--- config.mk ---
export PLATFORM = sky130hd
export DESIGN_NAME = sei_master
export DESIGN_NICKNAME = d
export VERILOG_FILES = /design/src/sei_pkg.sv /design/src/sei_fifo.sv /design/src/sei_master.sv /design/src/sei_sync.sv
export VERILOG_INCLUDE_DIRS = /design/src
export SDC_FILE = /design/constraint.sdc
export NUM_CORES = 1
export LEC_CHECK = 0
export ABC_AREA = 0
export BUFFER_PORTS_ARGS = -buffer_cell sky130_fd_sc_hd__buf_4
export CORE_MARGIN = 1.5
export CORE_UTILIZATION = 55
export DETAILED_ROUTE_END_ITERATION = 6
export GPL_TIMING_DRIVEN = 0
export PLACE_DENSITY = 0.85
export SYNTH_ARGS = -nofsm -noshare
export SYNTH_HDL_FRONTEND = slang
export SYNTH_SLANG_ARGS = --single-unit
--- constraint.sdc ---
create_clock -name clk_in -period 2.3 [get_ports clk_in]
set_input_delay 0.115 -clock clk_in [delete_from_list [all_inputs] [get_ports clk_in]]
set_output_delay 0.115 -clock clk_in [all_outputs]
set_load 0.01 [all_outputs]
--- src/sei_consts.svh ---
`ifndef SEI_CONSTS_SVH
`define SEI_CONSTS_SVH

// ----------------------------------------
// bus timing, in ns and in 40 MHz cycles
// ----------------------------------------
`define SEI_CLK_PERIOD_NS 25
`define SEI_T_LOW_NS 1300
`define SEI_T_HIGH_NS 600
`define SEI_T_HD_DAT_NS 300
`define SEI_T_BUF_NS 1300
// least times round up to whole cycles
`define SEI_LOW_CYC ((`SEI_T_LOW_NS + `SEI_CLK_PERIOD_NS - 1) / `SEI_CLK_PERIOD_NS)
`define SEI_HIGH_CYC ((`SEI_T_HIGH_NS + `SEI_CLK_PERIOD_NS - 1) / `SEI_CLK_PERIOD_NS)
`define SEI_HOLD_CYC ((`SEI_T_HD_DAT_NS + `SEI_CLK_PERIOD_NS - 1) / `SEI_CLK_PERIOD_NS)
`define SEI_BUF_CYC ((`SEI_T_BUF_NS + `SEI_CLK_PERIOD_NS - 1) / `SEI_CLK_PERIOD_NS)

// ----------------------------------------
// control byte and page layout
// ----------------------------------------
`define SEI_CTRL_CODE 4'ha
`define SEI_IGNORED_SELECT 2'h0
`define SEI_PAGE_BYTES 6'h10
`define SEI_FIFO_DEPTH 16

`endif

--- src/sei_pkg.sv ---
// ----------------------------------------
// shared types
// ----------------------------------------
package sei_pkg;

  // bus engine states
  typedef enum logic [2:0] {
    SEI_IDLE,
    SEI_START,
    SEI_LOAD,
    SEI_BIT,
    SEI_STOP
  } sei_state_t;

  // which byte of a transfer is on the wire
  typedef enum logic [2:0] {
    SEI_ST_CTRL_W,
    SEI_ST_ADDR,
    SEI_ST_WDATA,
    SEI_ST_CTRL_R,
    SEI_ST_RDATA,
    SEI_ST_POLL
  } sei_stage_t;

endpackage : sei_pkg

--- src/sei_fifo.sv ---
// ----------------------------------------
// write data buffer, valid/ready both sides
// ----------------------------------------
module sei_fifo #(
  parameter int WIDTH = 8,
  parameter int DEPTH = 16
) (
  // clock and reset
  input wire logic clk_in,
  input wire logic reset_n_in,
  // fill side
  input wire logic [WIDTH-1:0] in_data_in,
  input wire logic in_valid_in,
  output logic in_ready_out,
  // drain side
  output logic [WIDTH-1:0] out_data_out,
  output logic out_valid_out,
  input wire logic out_ready_in
);

  localparam int AW = $clog2(DEPTH);

  logic [WIDTH-1:0] mem [DEPTH];
  logic [AW:0] wr_ptr;
  logic [AW:0] rd_ptr;
  wire full = (wr_ptr[AW] != rd_ptr[AW]) && (wr_ptr[AW-1:0] == rd_ptr[AW-1:0]);
  wire empty = (wr_ptr == rd_ptr);
  wire push = in_valid_in && !full;
  wire pop = out_ready_in && !empty;

  // depth must be a power of two for the wrap bit to work
  assign in_ready_out = !full;
  assign out_valid_out = !empty;
  assign out_data_out = mem[rd_ptr[AW-1:0]];

  // storage
  always_ff @(posedge clk_in) begin
    if (push) begin
      mem[wr_ptr[AW-1:0]] <= in_data_in;
    end
  end

  // pointers
  always_ff @(posedge clk_in) begin
    if (!reset_n_in) begin
      wr_ptr <= '0;
      rd_ptr <= '0;
    end else begin
      if (push) begin
        wr_ptr <= wr_ptr + 1'b1;
      end
      if (pop) begin
        rd_ptr <= rd_ptr + 1'b1;
      end
    end
  end

endmodule : sei_fifo

--- src/sei_master.sv ---
// Behaviour
// - this master alone makes the clock and the START and STOP framing.
// - a new command starts only while the bus reads idle; the repeated START of a read does not check.
// - both lines high means idle; busy_out follows the engine state, not the lines.
// - START is data falling while clock high; each transfer restarts decoding.
// - STOP is data rising while clock high; it ends the operation.
// - every command not refused opens with a START.
// - every operation closes with a STOP.
// - data changes only while clock low; one bit per clock pulse.
// - a ninth clock pulse follows every byte for the acknowledge.
// - the acknowledging party holds data low over the whole ack high phase.
// - on reads the master withholds ack after the last byte, then STOPs.
// - byte write sends control, word address, then data, each acknowledged.
// - the master keeps each page write inside one page.
// - the master polls with START plus write control until acked.
`include "sei_consts.svh"

module sei_master #(
  parameter int FIFO_DEPTH = `SEI_FIFO_DEPTH
) (
  // clock and reset
  input wire logic clk_in,
  input wire logic reset_n_in,
  // command request
  input wire logic cmd_valid_in,
  output logic cmd_ready_out,
  input wire logic cmd_write_in,
  input wire logic [8:0] cmd_addr_in,
  input wire logic [4:0] cmd_len_in,
  // write data stream
  input wire logic [7:0] wr_data_in,
  input wire logic wr_valid_in,
  output logic wr_ready_out,
  // read data and status
  output logic [7:0] rd_data_out,
  output logic rd_valid_out,
  output logic done_out,
  output logic err_out,
  output logic busy_out,
  // write inhibit strap to the device
  input wire logic write_inhibit_in,
  output logic write_inhibit_out,
  // two-wire bus pins
  input wire logic scl_in,
  output logic scl_out,
  output logic scl_oe_n_out,
  input wire logic sda_in,
  output logic sda_out,
  output logic sda_oe_n_out
);

  // ----------------------------------------
  // timing points within one bus phase
  // ----------------------------------------
  localparam logic [7:0] LOW = 8'(`SEI_LOW_CYC);
  localparam logic [7:0] HIGH = 8'(`SEI_HIGH_CYC);
  localparam logic [7:0] HOLD = 8'(`SEI_HOLD_CYC);
  localparam logic [7:0] BUF = 8'(`SEI_BUF_CYC);

  sei_pkg::sei_state_t state;
  sei_pkg::sei_stage_t stage;
  logic [7:0] cnt;
  logic [3:0] bit_idx;
  logic [8:0] tx, rx;
  logic [4:0] left;
  logic [8:0] addr;
  logic op_write, again, failed;
  logic scl_low, sda_low;
  logic [1:0] pins_s;
  logic [7:0] fifo_data;
  logic fifo_valid;

  // ----------------------------------------
  // pin synchronisers and write buffer
  // ----------------------------------------
  sei_sync #(.WIDTH(2)) u_sync (
    .clk_in(clk_in),
    .reset_n_in(reset_n_in),
    .d_in({scl_in, sda_in}),
    .q_out(pins_s)
  );

  wire scl_s = pins_s[1];
  wire sda_s = pins_s[0];
  wire fifo_pop = (state == sei_pkg::SEI_LOAD) && (stage == sei_pkg::SEI_ST_WDATA) && fifo_valid;
  sei_fifo #(.WIDTH(8), .DEPTH(FIFO_DEPTH)) u_fifo (
    .clk_in(clk_in),
    .reset_n_in(reset_n_in),
    .in_data_in(wr_data_in),
    .in_valid_in(wr_valid_in),
    .in_ready_out(wr_ready_out),
    .out_data_out(fifo_data),
    .out_valid_out(fifo_valid),
    .out_ready_in(fifo_pop)
  );

  // ----------------------------------------
  // decode of phase points and conditions
  // ----------------------------------------
  wire at_zero = (cnt == 8'h00);
  wire at_hold = (cnt == HOLD);
  wire at_rise = (cnt == LOW);
  wire at_mid = (cnt == 8'(LOW + HIGH));
  wire bit_end = (cnt == 8'(LOW + HIGH - 8'h01));
  wire start_end = (cnt == 8'(LOW + HIGH + HIGH - 8'h01));
  wire stop_end = (cnt == 8'(LOW + HIGH + BUF - 8'h01));
  wire bus_idle = scl_s && sda_s;
  wire cmd_fire = (state == sei_pkg::SEI_IDLE) && cmd_valid_in && bus_idle;
  wire [5:0] page_sum = 6'(cmd_addr_in[3:0]) + 6'(cmd_len_in);
  // refusing a crossing write beats silently wrapping onto old data
  wire page_cross = (page_sum > `SEI_PAGE_BYTES) || (cmd_len_in == 5'h00);
  wire stage_rd = (stage == sei_pkg::SEI_ST_CTRL_R);
  wire [7:0] ctrl_byte = {`SEI_CTRL_CODE, `SEI_IGNORED_SELECT, addr[8], stage_rd};
  wire is_ctrl = (stage == sei_pkg::SEI_ST_CTRL_W) || (stage == sei_pkg::SEI_ST_POLL) || stage_rd;
  wire last = (left == 5'h01);
  wire nack = sda_s;
  wire [8:0] rx_next = {rx[7:0], sda_s};
  wire load_go = (state == sei_pkg::SEI_LOAD) && ((stage != sei_pkg::SEI_ST_WDATA) || fifo_valid);
  // the ninth bit is released by a transmitter, and is ack/no-ack when reading
  wire [8:0] next_tx = is_ctrl ? {ctrl_byte, 1'b1} :
                       (stage == sei_pkg::SEI_ST_ADDR) ? {addr[7:0], 1'b1} :
                       (stage == sei_pkg::SEI_ST_WDATA) ? {fifo_data, 1'b1} :
                       {8'hff, last};

  // ----------------------------------------
  // pin drive: open drain, enable low pulls the line
  // ----------------------------------------
  assign scl_out = 1'b0;
  assign sda_out = 1'b0;
  assign scl_oe_n_out = !scl_low;
  assign sda_oe_n_out = !sda_low;
  assign cmd_ready_out = (state == sei_pkg::SEI_IDLE) && bus_idle;
  assign busy_out = (state != sei_pkg::SEI_IDLE);

  // write inhibit follows software, registered toward the pin
  always_ff @(posedge clk_in) begin
    if (!reset_n_in) begin
      write_inhibit_out <= 1'b0;
    end else begin
      write_inhibit_out <= write_inhibit_in;
    end
  end

  // ----------------------------------------
  // bus engine
  // ----------------------------------------
  always_ff @(posedge clk_in) begin
    if (!reset_n_in) begin
      state <= sei_pkg::SEI_IDLE;
      stage <= sei_pkg::SEI_ST_CTRL_W;
      cnt <= 8'h00;
      bit_idx <= 4'h0;
      tx <= 9'h1ff;
      rx <= 9'h000;
      left <= 5'h00;
      addr <= 9'h000;
      op_write <= 1'b0;
      again <= 1'b0;
      failed <= 1'b0;
      scl_low <= 1'b0;
      sda_low <= 1'b0;
      rd_data_out <= 8'h00;
      rd_valid_out <= 1'b0;
      done_out <= 1'b0;
      err_out <= 1'b0;
    end else begin
      rd_valid_out <= 1'b0;
      done_out <= 1'b0;
      err_out <= 1'b0;
      cnt <= 8'(cnt + 8'h01);
      case (state)
        sei_pkg::SEI_IDLE: begin
          cnt <= 8'h00;
          if (cmd_fire && cmd_write_in && page_cross) begin
            err_out <= 1'b1;
          end else if (cmd_fire) begin
            op_write <= cmd_write_in;
            addr <= cmd_addr_in;
            left <= cmd_len_in;
            stage <= sei_pkg::SEI_ST_CTRL_W;
            state <= sei_pkg::SEI_START;
          end
        end
        sei_pkg::SEI_START: begin
          // clock low, data released, clock high, then data falls
          if (at_zero) begin
            scl_low <= 1'b1;
          end else if (at_rise) begin
            scl_low <= 1'b0;
          end
          if (at_hold) begin
            sda_low <= 1'b0;
          end else if (at_mid) begin
            sda_low <= 1'b1;
          end
          if (start_end) begin
            state <= sei_pkg::SEI_LOAD;
          end
        end
        sei_pkg::SEI_LOAD: begin
          // clock held low while the write buffer runs dry
          scl_low <= 1'b1;
          cnt <= 8'h00;
          if (load_go) begin
            tx <= next_tx;
            bit_idx <= 4'h0;
            state <= sei_pkg::SEI_BIT;
          end
        end
        sei_pkg::SEI_BIT: begin
          if (at_zero) begin
            scl_low <= 1'b1;
          end else if (at_rise) begin
            scl_low <= 1'b0;
          end
          if (at_hold) begin
            sda_low <= !tx[8];
          end
          if (bit_end) begin
            rx <= rx_next;
            tx <= {tx[7:0], 1'b1};
            cnt <= 8'h00;
            bit_idx <= 4'(bit_idx + 4'h1);
            if (bit_idx == 4'h8) begin
              case (stage)
                sei_pkg::SEI_ST_CTRL_W, sei_pkg::SEI_ST_POLL: begin
                  // silence on the control byte means busy programming
                  if (nack) begin
                    again <= 1'b1;
                    state <= sei_pkg::SEI_STOP;
                  end else if (stage == sei_pkg::SEI_ST_POLL) begin
                    again <= 1'b0;
                    state <= sei_pkg::SEI_STOP;
                  end else begin
                    stage <= sei_pkg::SEI_ST_ADDR;
                    state <= sei_pkg::SEI_LOAD;
                  end
                end
                sei_pkg::SEI_ST_ADDR, sei_pkg::SEI_ST_CTRL_R: begin
                  if (nack) begin
                    failed <= 1'b1;
                    again <= 1'b0;
                    state <= sei_pkg::SEI_STOP;
                  end else if (stage == sei_pkg::SEI_ST_CTRL_R) begin
                    stage <= sei_pkg::SEI_ST_RDATA;
                    state <= sei_pkg::SEI_LOAD;
                  end else if (op_write) begin
                    stage <= sei_pkg::SEI_ST_WDATA;
                    state <= sei_pkg::SEI_LOAD;
                  end else begin
                    stage <= sei_pkg::SEI_ST_CTRL_R;
                    state <= sei_pkg::SEI_START;
                  end
                end
                sei_pkg::SEI_ST_WDATA: begin
                  left <= 5'(left - 5'h01);
                  addr[3:0] <= 4'(addr[3:0] + 4'h1);
                  if (nack) begin
                    failed <= 1'b1;
                    again <= 1'b0;
                    state <= sei_pkg::SEI_STOP;
                  end else if (last) begin
                    stage <= sei_pkg::SEI_ST_POLL;
                    again <= 1'b1;
                    state <= sei_pkg::SEI_STOP;
                  end else begin
                    state <= sei_pkg::SEI_LOAD;
                  end
                end
                default: begin
                  rd_data_out <= rx_next[8:1];
                  rd_valid_out <= 1'b1;
                  left <= 5'(left - 5'h01);
                  if (last) begin
                    again <= 1'b0;
                    state <= sei_pkg::SEI_STOP;
                  end else begin
                    state <= sei_pkg::SEI_LOAD;
                  end
                end
              endcase
            end
          end
        end
        default: begin
          // stop: data low under low clock, clock high, data rises, bus free
          if (at_zero) begin
            scl_low <= 1'b1;
          end else if (at_rise) begin
            scl_low <= 1'b0;
          end
          if (at_hold) begin
            sda_low <= 1'b1;
          end else if (at_mid) begin
            sda_low <= 1'b0;
          end
          if (stop_end) begin
            cnt <= 8'h00;
            failed <= 1'b0;
            if (again) begin
              state <= sei_pkg::SEI_START;
            end else begin
              state <= sei_pkg::SEI_IDLE;
              err_out <= failed;
              done_out <= !failed;
            end
          end
        end
      endcase
    end
  end

  wire in_high = (state == sei_pkg::SEI_BIT) && (cnt > LOW) && (cnt < 8'(LOW + HIGH));
  wire ack_slot = (state == sei_pkg::SEI_BIT) && (bit_idx == 4'h8) && (cnt > HOLD);
endmodule : sei_master

--- src/sei_sync.sv ---
// ----------------------------------------
// two-flop synchroniser for bus pins
// ----------------------------------------
module sei_sync #(
  parameter int WIDTH = 2
) (
  // clock and reset
  input wire logic clk_in,
  input wire logic reset_n_in,
  // pins in, synchronised out
  input wire logic [WIDTH-1:0] d_in,
  output logic [WIDTH-1:0] q_out
);

  logic [WIDTH-1:0] meta;

  // idle bus reads high, so reset to ones
  always_ff @(posedge clk_in) begin
    if (!reset_n_in) begin
      meta <= '1;
      q_out <= '1;
    end else begin
      meta <= d_in;
      q_out <= meta;
    end
  end

endmodule : sei_sync
* Word level (Yosys, flattened, before mapping) *
Memory sizes are Yosys's and may differ from the RTL's. A register that Yosys moved wholly into a read port is not among the register bits.
Index checks and enable logic that the tools add are counted.

storage, ports and cells
  memories = 1
  bits in writable memories = 128
  logic and storage cells = 219
  input bits = 30
  bits in registers = 80
  output and inout bits = 19

operators by class
  equality and inequality tests = 39
  reductions and logical operators = 56
  $lt $le $gt $ge = 1
  $add $sub $neg = 7
  multiplexer cells = 85
  bitwise logic cells = 7

memory list
  memory      depth  bits a word  read ports  clocked after Yosys merged registers in  write ports  line            text
  u_fifo.mem  16     8            1           1                                        1            sei_fifo.sv:23  logic [WIDTH-1:0] mem [DEPTH];

operator list
  operator                                                                 count
  3-bit two-way mux                                                        22
  9-bit two-way mux                                                        5
  4-bit two-way mux                                                        9
  8-bit by 7-bit equality test with 1-bit output, second input constant    4
  1-bit two-way mux                                                        26
  5-bit two-way mux                                                        5
  8-bit case mux with 3 select lines                                       1
  2-bit inequality test, second input constant                             9
  3-bit case mux with 3 select lines                                       2
  9-bit case mux with 2 select lines                                       1
  6-bit AND reduction                                                      3
  8-bit two-way mux                                                        2
  4-bit case mux with 2 select lines                                       2
  3-bit inequality test, second input constant                             5
  7-bit AND reduction                                                      2
  3-bit by 2-bit equality test with 1-bit output, second input constant    4
  1-bit logical AND                                                        12
  3-bit case mux with 4 select lines                                       1
  11-bit AND reduction                                                     1
  5-bit by 1-bit adder with 5-bit output, second input constant            2
  5-bit case mux with 2 select lines                                       1
  3-bit by 2-bit inequality test with 1-bit output, second input constant  3
  3-bit AND reduction                                                      3
  3-bit OR reduction                                                       3
  other kinds (36)                                                         67

* Longest topological paths before layout *
  depth after elaboration = 7
  depth in mapped cells = 9
  depth with buffers taken out = 8

* Hierarchy *
Synthesis repeated with hierarchy kept, for this count alone.

second synthesis, totals
  cells, all modules = 749
  area, all modules = 9525.4 µm²

modules (own cells, without submodules)
  module      times used  area an instance (µm²)  seq. area each (µm²)  cells an instance
  sei_fifo    1           5821.8                  4124.0                284
  sei_master  1           3598.5                  1321.3                457
  sei_sync    1           105.1                   80.1                  8

* Least setup slack after synthesis *
Ideal clock, no wire load.

  path kind = register to register
  from = register u_fifo.wr_ptr[0]
  to = memory u_fifo.mem[0][0], enable pin
  stages on the path, launching flop included = 6
  library setup time = 383 ps
  period minus slack after synthesis = 2204 ps
  path slack = 96 ps
  buffers on the path = 0
  required time = 1917 ps
  arrival = 1820 ps
  cell sequence = dfxtp_1 xor2_1 nor4_4 a21boi_2 nand2_1 nor3_1

on the way
  cells in the longest elaborated chain, start to end = 6

RTL lines
  element                                  line            text
  start, declared                          sei_fifo.sv:24  logic [AW:0] wr_ptr;
  start signal, assigned                   sei_fifo.sv:50  wr_ptr <= wr_ptr + 1'b1;
  4-bit equality test                      sei_fifo.sv:26  wire full = (wr_ptr[AW] != rd_ptr[AW]) && (wr_ptr[AW-1:0] == rd_ptr[AW-1:0]);
  1-bit logical AND                        sei_fifo.sv:26
  1-bit logical NOT                        sei_fifo.sv:28  wire push = in_valid_in && !full;
  1-bit logical AND                        sei_fifo.sv:28
  1-bit two-way mux                        sei_fifo.sv:38  if (push) begin
  1-bit two-way mux (implied by the code)  sei_fifo.sv:39  mem[wr_ptr[AW-1:0]] <= in_data_in;
  end, declared                            sei_fifo.sv:23

Parallel ways exist; a longest one is shown, timed or not.

* Worst setup path in the final report *
  from = register u_fifo.wr_ptr[2]
  to = memory u_fifo.mem[3][7], enable pin

The elaborated chain is that of the path after synthesis.

==> summary.md <==
| Metric | Value |
|---|---|
| CP required | `2540 ps` |
| CTS Buf Count | `22` |
| Hold EP | `addr[0]$_SDFFE_PN0P_` |
| Maximum fanout along the worst path | `10` |
| Post-synth top area cell | `edfxtp_1` |
| First-iteration detailed-routing DRC count | `657` |
| Synth unique cells | `78` |
| Antenna viol nets, final | `0` |
| Core Rows | `47` |
| Via density | `6.075` |
| Fin Clk Skew | `15.20 ps` |
| Yosys warning count | `0` |
| Worst r2r dst | `u_fifo.mem[3][7]$_DFFE_PP_` |
| Pleak | `3.890 nW` |
| Max_slew headroom | `47.78%` |
| Final Non-Filler Cells | `1072` |
| Area of the multi-input gates | `3737 um2` |
| P&R area growth vs syn | `20.74%` |
| FF-to-FF setup slack | `60 ps` |
| Switch Pwr | `2.251 mW` |
| Hold Crit Depth | `5` |
| CTS tree | `done` |
| Total Routed Length | `22530 um` |
| DRC | `0` |
| Starting Density | `56.49%` |
| Bufs on Longest Clock Path | `3` |
| Hold crit path type | `in -> reg` |
| Die height | `133.5 um` |
| Slew Limit Fails | `0` |
| Vias in the first global route | `6422` |
| Final min period | `2236 ps` |
| Maxcap violations | `0` |
| Combinational power share | `12.7%` |
| Type of origin of the critical path | `register` |
| Total GRT Usage | `24.90%` |
| Largest net degree at the start of global routing | `17` |
| Switch share | `25.88%` |
| Die width | `133.5 um` |
| Status | `complete, no violations` |
| Hpwl dp | `14180 um` |
| Gate Count Post-Synth | `728` |
| GRT overflow | `0` |
| CP Capture Type | `register` |
| # H-tree levels | `1` |
| Final Power | `8.697 mW` |
| Crit path kind | `reg -> reg` |
| Root buf cell | `clkbuf_16` |
| # IOs | `49` |
| FILL cells | `1120` |
| Util after Layout | `68.21%` |
| Antenna diode instance count | `0` |
| Clk pin slew, worst setup/hold paths | `60 ps` |
| Clock Power Share | `38.3%` |
| First-pass GRT wire length | `34330 um` |
| Clk_lat worst skew | `530 ps` |
| Placed Instances | `995` |
| Syn_area_per_cell | `12.87 um2` |
| Hold WS | `25.11 ps` |
| Synth top area cells | `edfxtp_1 41%, dfxtp_1 18%, mux4_2 8.7%, nor2_1 2.9%, mux2i_1 2.8%` |
| DRT Pass-1 Iters | `5` |
| IO buf count | `45` |
| Max Clock Freq | `447.1 MHz` |
| Reg power frac | `49.0%` |
| Worst vdd ir | `0.6343 mV` |
| Register area share after synthesis | `58.98%` |
| Synth async-reset ratio | `0%` |
| Layout cell share with drive strength beyond 1 | `24.53%` |
| Pre-CTS setup slack | `-680.0 ps` |
| Final Hold Vio Count | `0` |
| Initial antenna violation count | `0` |
| Final WS setup | `63.61 ps` |
| Gpl congestion | `0.9022` |
| Share of the synthesized area in the top cell type | `41.03%` |
| RSZ-0062 raised after global routing | `yes` |
| Worst r2r src | `u_fifo.wr_ptr[2]$_SDFFE_PN0P_` |
| Worst EP arrival | `2480 ps` |
| Final Cell Area | `11310 um2` |
| Die area | `17820 um2` |
| Core area | `16580 um2` |
| Yosys reg bits | `212` |
| Dpl cell area | `9995 um2` |
| Post-synth EDFFs | `128` |
| P_int | `6.446 mW` |
| Fin nets | `883` |
| Routed wire length per instance | `21.02 um` |
| Final setup viols | `0` |
| Least-Margin Pin Slew | `772.3 ps` |
| Crit share post-route | `97.23%` |
| TNS Setup | `0 ps` |
| Sink Count | `212` |
| Sequential cell area | `5525 um2` |
| PD cells | `768.9 nW/um2` |
| Worst hold start | `cmd_addr_in[0]` |
| Most used flip-flop cell after synthesis | `edfxtp_1` |
| Reg2reg path depth | `7` |
| Syn Std Cell Area | `9368 um2` |
| Vias | `6512` |
-- synth_stat cells (5+ instances only) --
| library cell | count |
|---|---|
| nor3_1 | 14 |
| nand4_1 | 5 |
| buf_2 | 9 |
| ha_1 | 16 |
| xor2_1 | 15 |
| a21oi_1 | 34 |
| inv_1 | 19 |
| dfxtp_1 | 84 |
| o21ai_1 | 8 |
| mux4_2 | 36 |
| buf_4 | 9 |
| xnor2_1 | 9 |
| o211ai_1 | 5 |
| nor2_1 | 73 |
| a31oi_1 | 8 |
| nand2_1 | 61 |
| o21ai_0 | 16 |
| nand2b_1 | 10 |
| mux2i_1 | 26 |
| or3_1 | 5 |
| a221oi_1 | 5 |
| edfxtp_1 | 128 |
| clkbuf_1 | 19 |
| nand3_1 | 15 |
-- worst max-delay path by stage --
stage | startpoint | endpoint | slack, ps | cells past startpoint
2_1_floorplan | u_fifo.wr_ptr[0]$_SDFFE_PN0P_ | u_fifo.mem[0][0]$_DFFE_PP_ | 100 | 5
3_3_place_gp | u_fifo.wr_ptr[0]$_SDFFE_PN0P_ | u_fifo.mem[1][6]$_DFFE_PP_ | -640 | 5
3_5_place_dp | u_fifo.wr_ptr[2]$_SDFFE_PN0P_ | u_fifo.mem[3][5]$_DFFE_PP_ | -680 | 6
4_1_cts | u_fifo.wr_ptr[2]$_SDFFE_PN0P_ | u_fifo.mem[14][4]$_DFFE_PP_ | -40 | 6
5_1_grt | u_fifo.wr_ptr[2]$_SDFFE_PN0P_ | u_fifo.mem[0][6]$_DFFE_PP_ | -30 | 7
6_report | u_fifo.wr_ptr[2]$_SDFFE_PN0P_ | u_fifo.mem[3][7]$_DFFE_PP_ | 60 | 7
-- logic make-up after synthesis --
logic type	count (synthesis)	share of synthesized area [%]
flip-flops	212	58.98
buffers and inverters	61	3.179
AO/OA/AOI/OAI	125	9.256
multiplexers	63	11.55
XOR/XNOR	24	2.244
AND/OR/NAND/NOR	223	12.18
adder cells (fa/ha/maj)	19	2.564
other	1	0.04003
-- worst max-delay path, stage by stage, from the launching register on --
cell and delay [ps]:
dfxtp_1 320, buf_4 230, xor2_1 280, nor4_4 100, a21boi_4 300, nand2_2 260, nor3_4 290, buf_12 160
-- cells in the final DEF (no fill, tap or decap), types with 7 or more instances in the layout --
cell and count:
a21oi_1 32, buf_2 8, o21ai_0 16, o21ai_1 8
mux4_2 36, edfxtp_1 128, a31oi_1 8, nor2_4 13
nand2_1 58, nand2b_1 10, clkbuf_1 18, buf_4 62
inv_1 19, dlygate4sd3_1 24, nor2_1 60, mux2i_1 26
dfxtp_1 84, xor2_1 15, nor3_1 9, buf_12 7
clkbuf_16 22, nand3_1 15, ha_1 15, xnor2_1 9
-- registers in the layout, indices dropped and copies added (netlist names), 2 cells and up, named ones only --
register / cells
left: 5
stage: 3
tx: 9
rx: 8
bit_idx: 4
u_sync.meta: 2
state: 3
rd_data_out: 8
u_fifo.wr_ptr: 5
cnt: 8
addr: 9
u_sync.q_out: 2
u_fifo.rd_ptr: 5
u_fifo.mem: 128
-- final cells by class --
cell class | instances | share of cell area, %
Inverter | 20 | 0.6637
Tap cell | 220 | 2.434
Buffer | 40 | 2.124
Timing Repair Buffer | 84 | 6.858
Sequential cell | 212 | 48.85
Clock buffer | 26 | 5.089
Multi-Input combinational cell | 456 | 33.04
Clock inverter | 14 | 0.9403
-- power by group through the flow --
stage	clock (mW)	combinational [mW]	sequential, mW
floorplan	0	0.682	4.31
global placement	0	0.954	4.33
detailed placement	0	0.980	4.34
CTS	3.35	1.05	4.26
global route	3.52	1.20	4.27
finish	3.33	1.10	4.26
-- timing repair --
item	in CTS	in global routing
buffers inserted	5	9
resized for setup	33	23
hold buffers	24	0
endpoints found under the setup margin	134	106
pin swaps	3	7
endpoints found under the hold margin	144	0
-- routing by layer --
metal	global-route usage (%)	up-vias	wire, um
li1	-	2954	-
met1	31.07	3224	8754
met2	44.13	278	11740
met3	3.957	56	1421
met4	8.816	0	610
met5	0	-	0
Note: power is estimated with default switching activity, not from simulation.
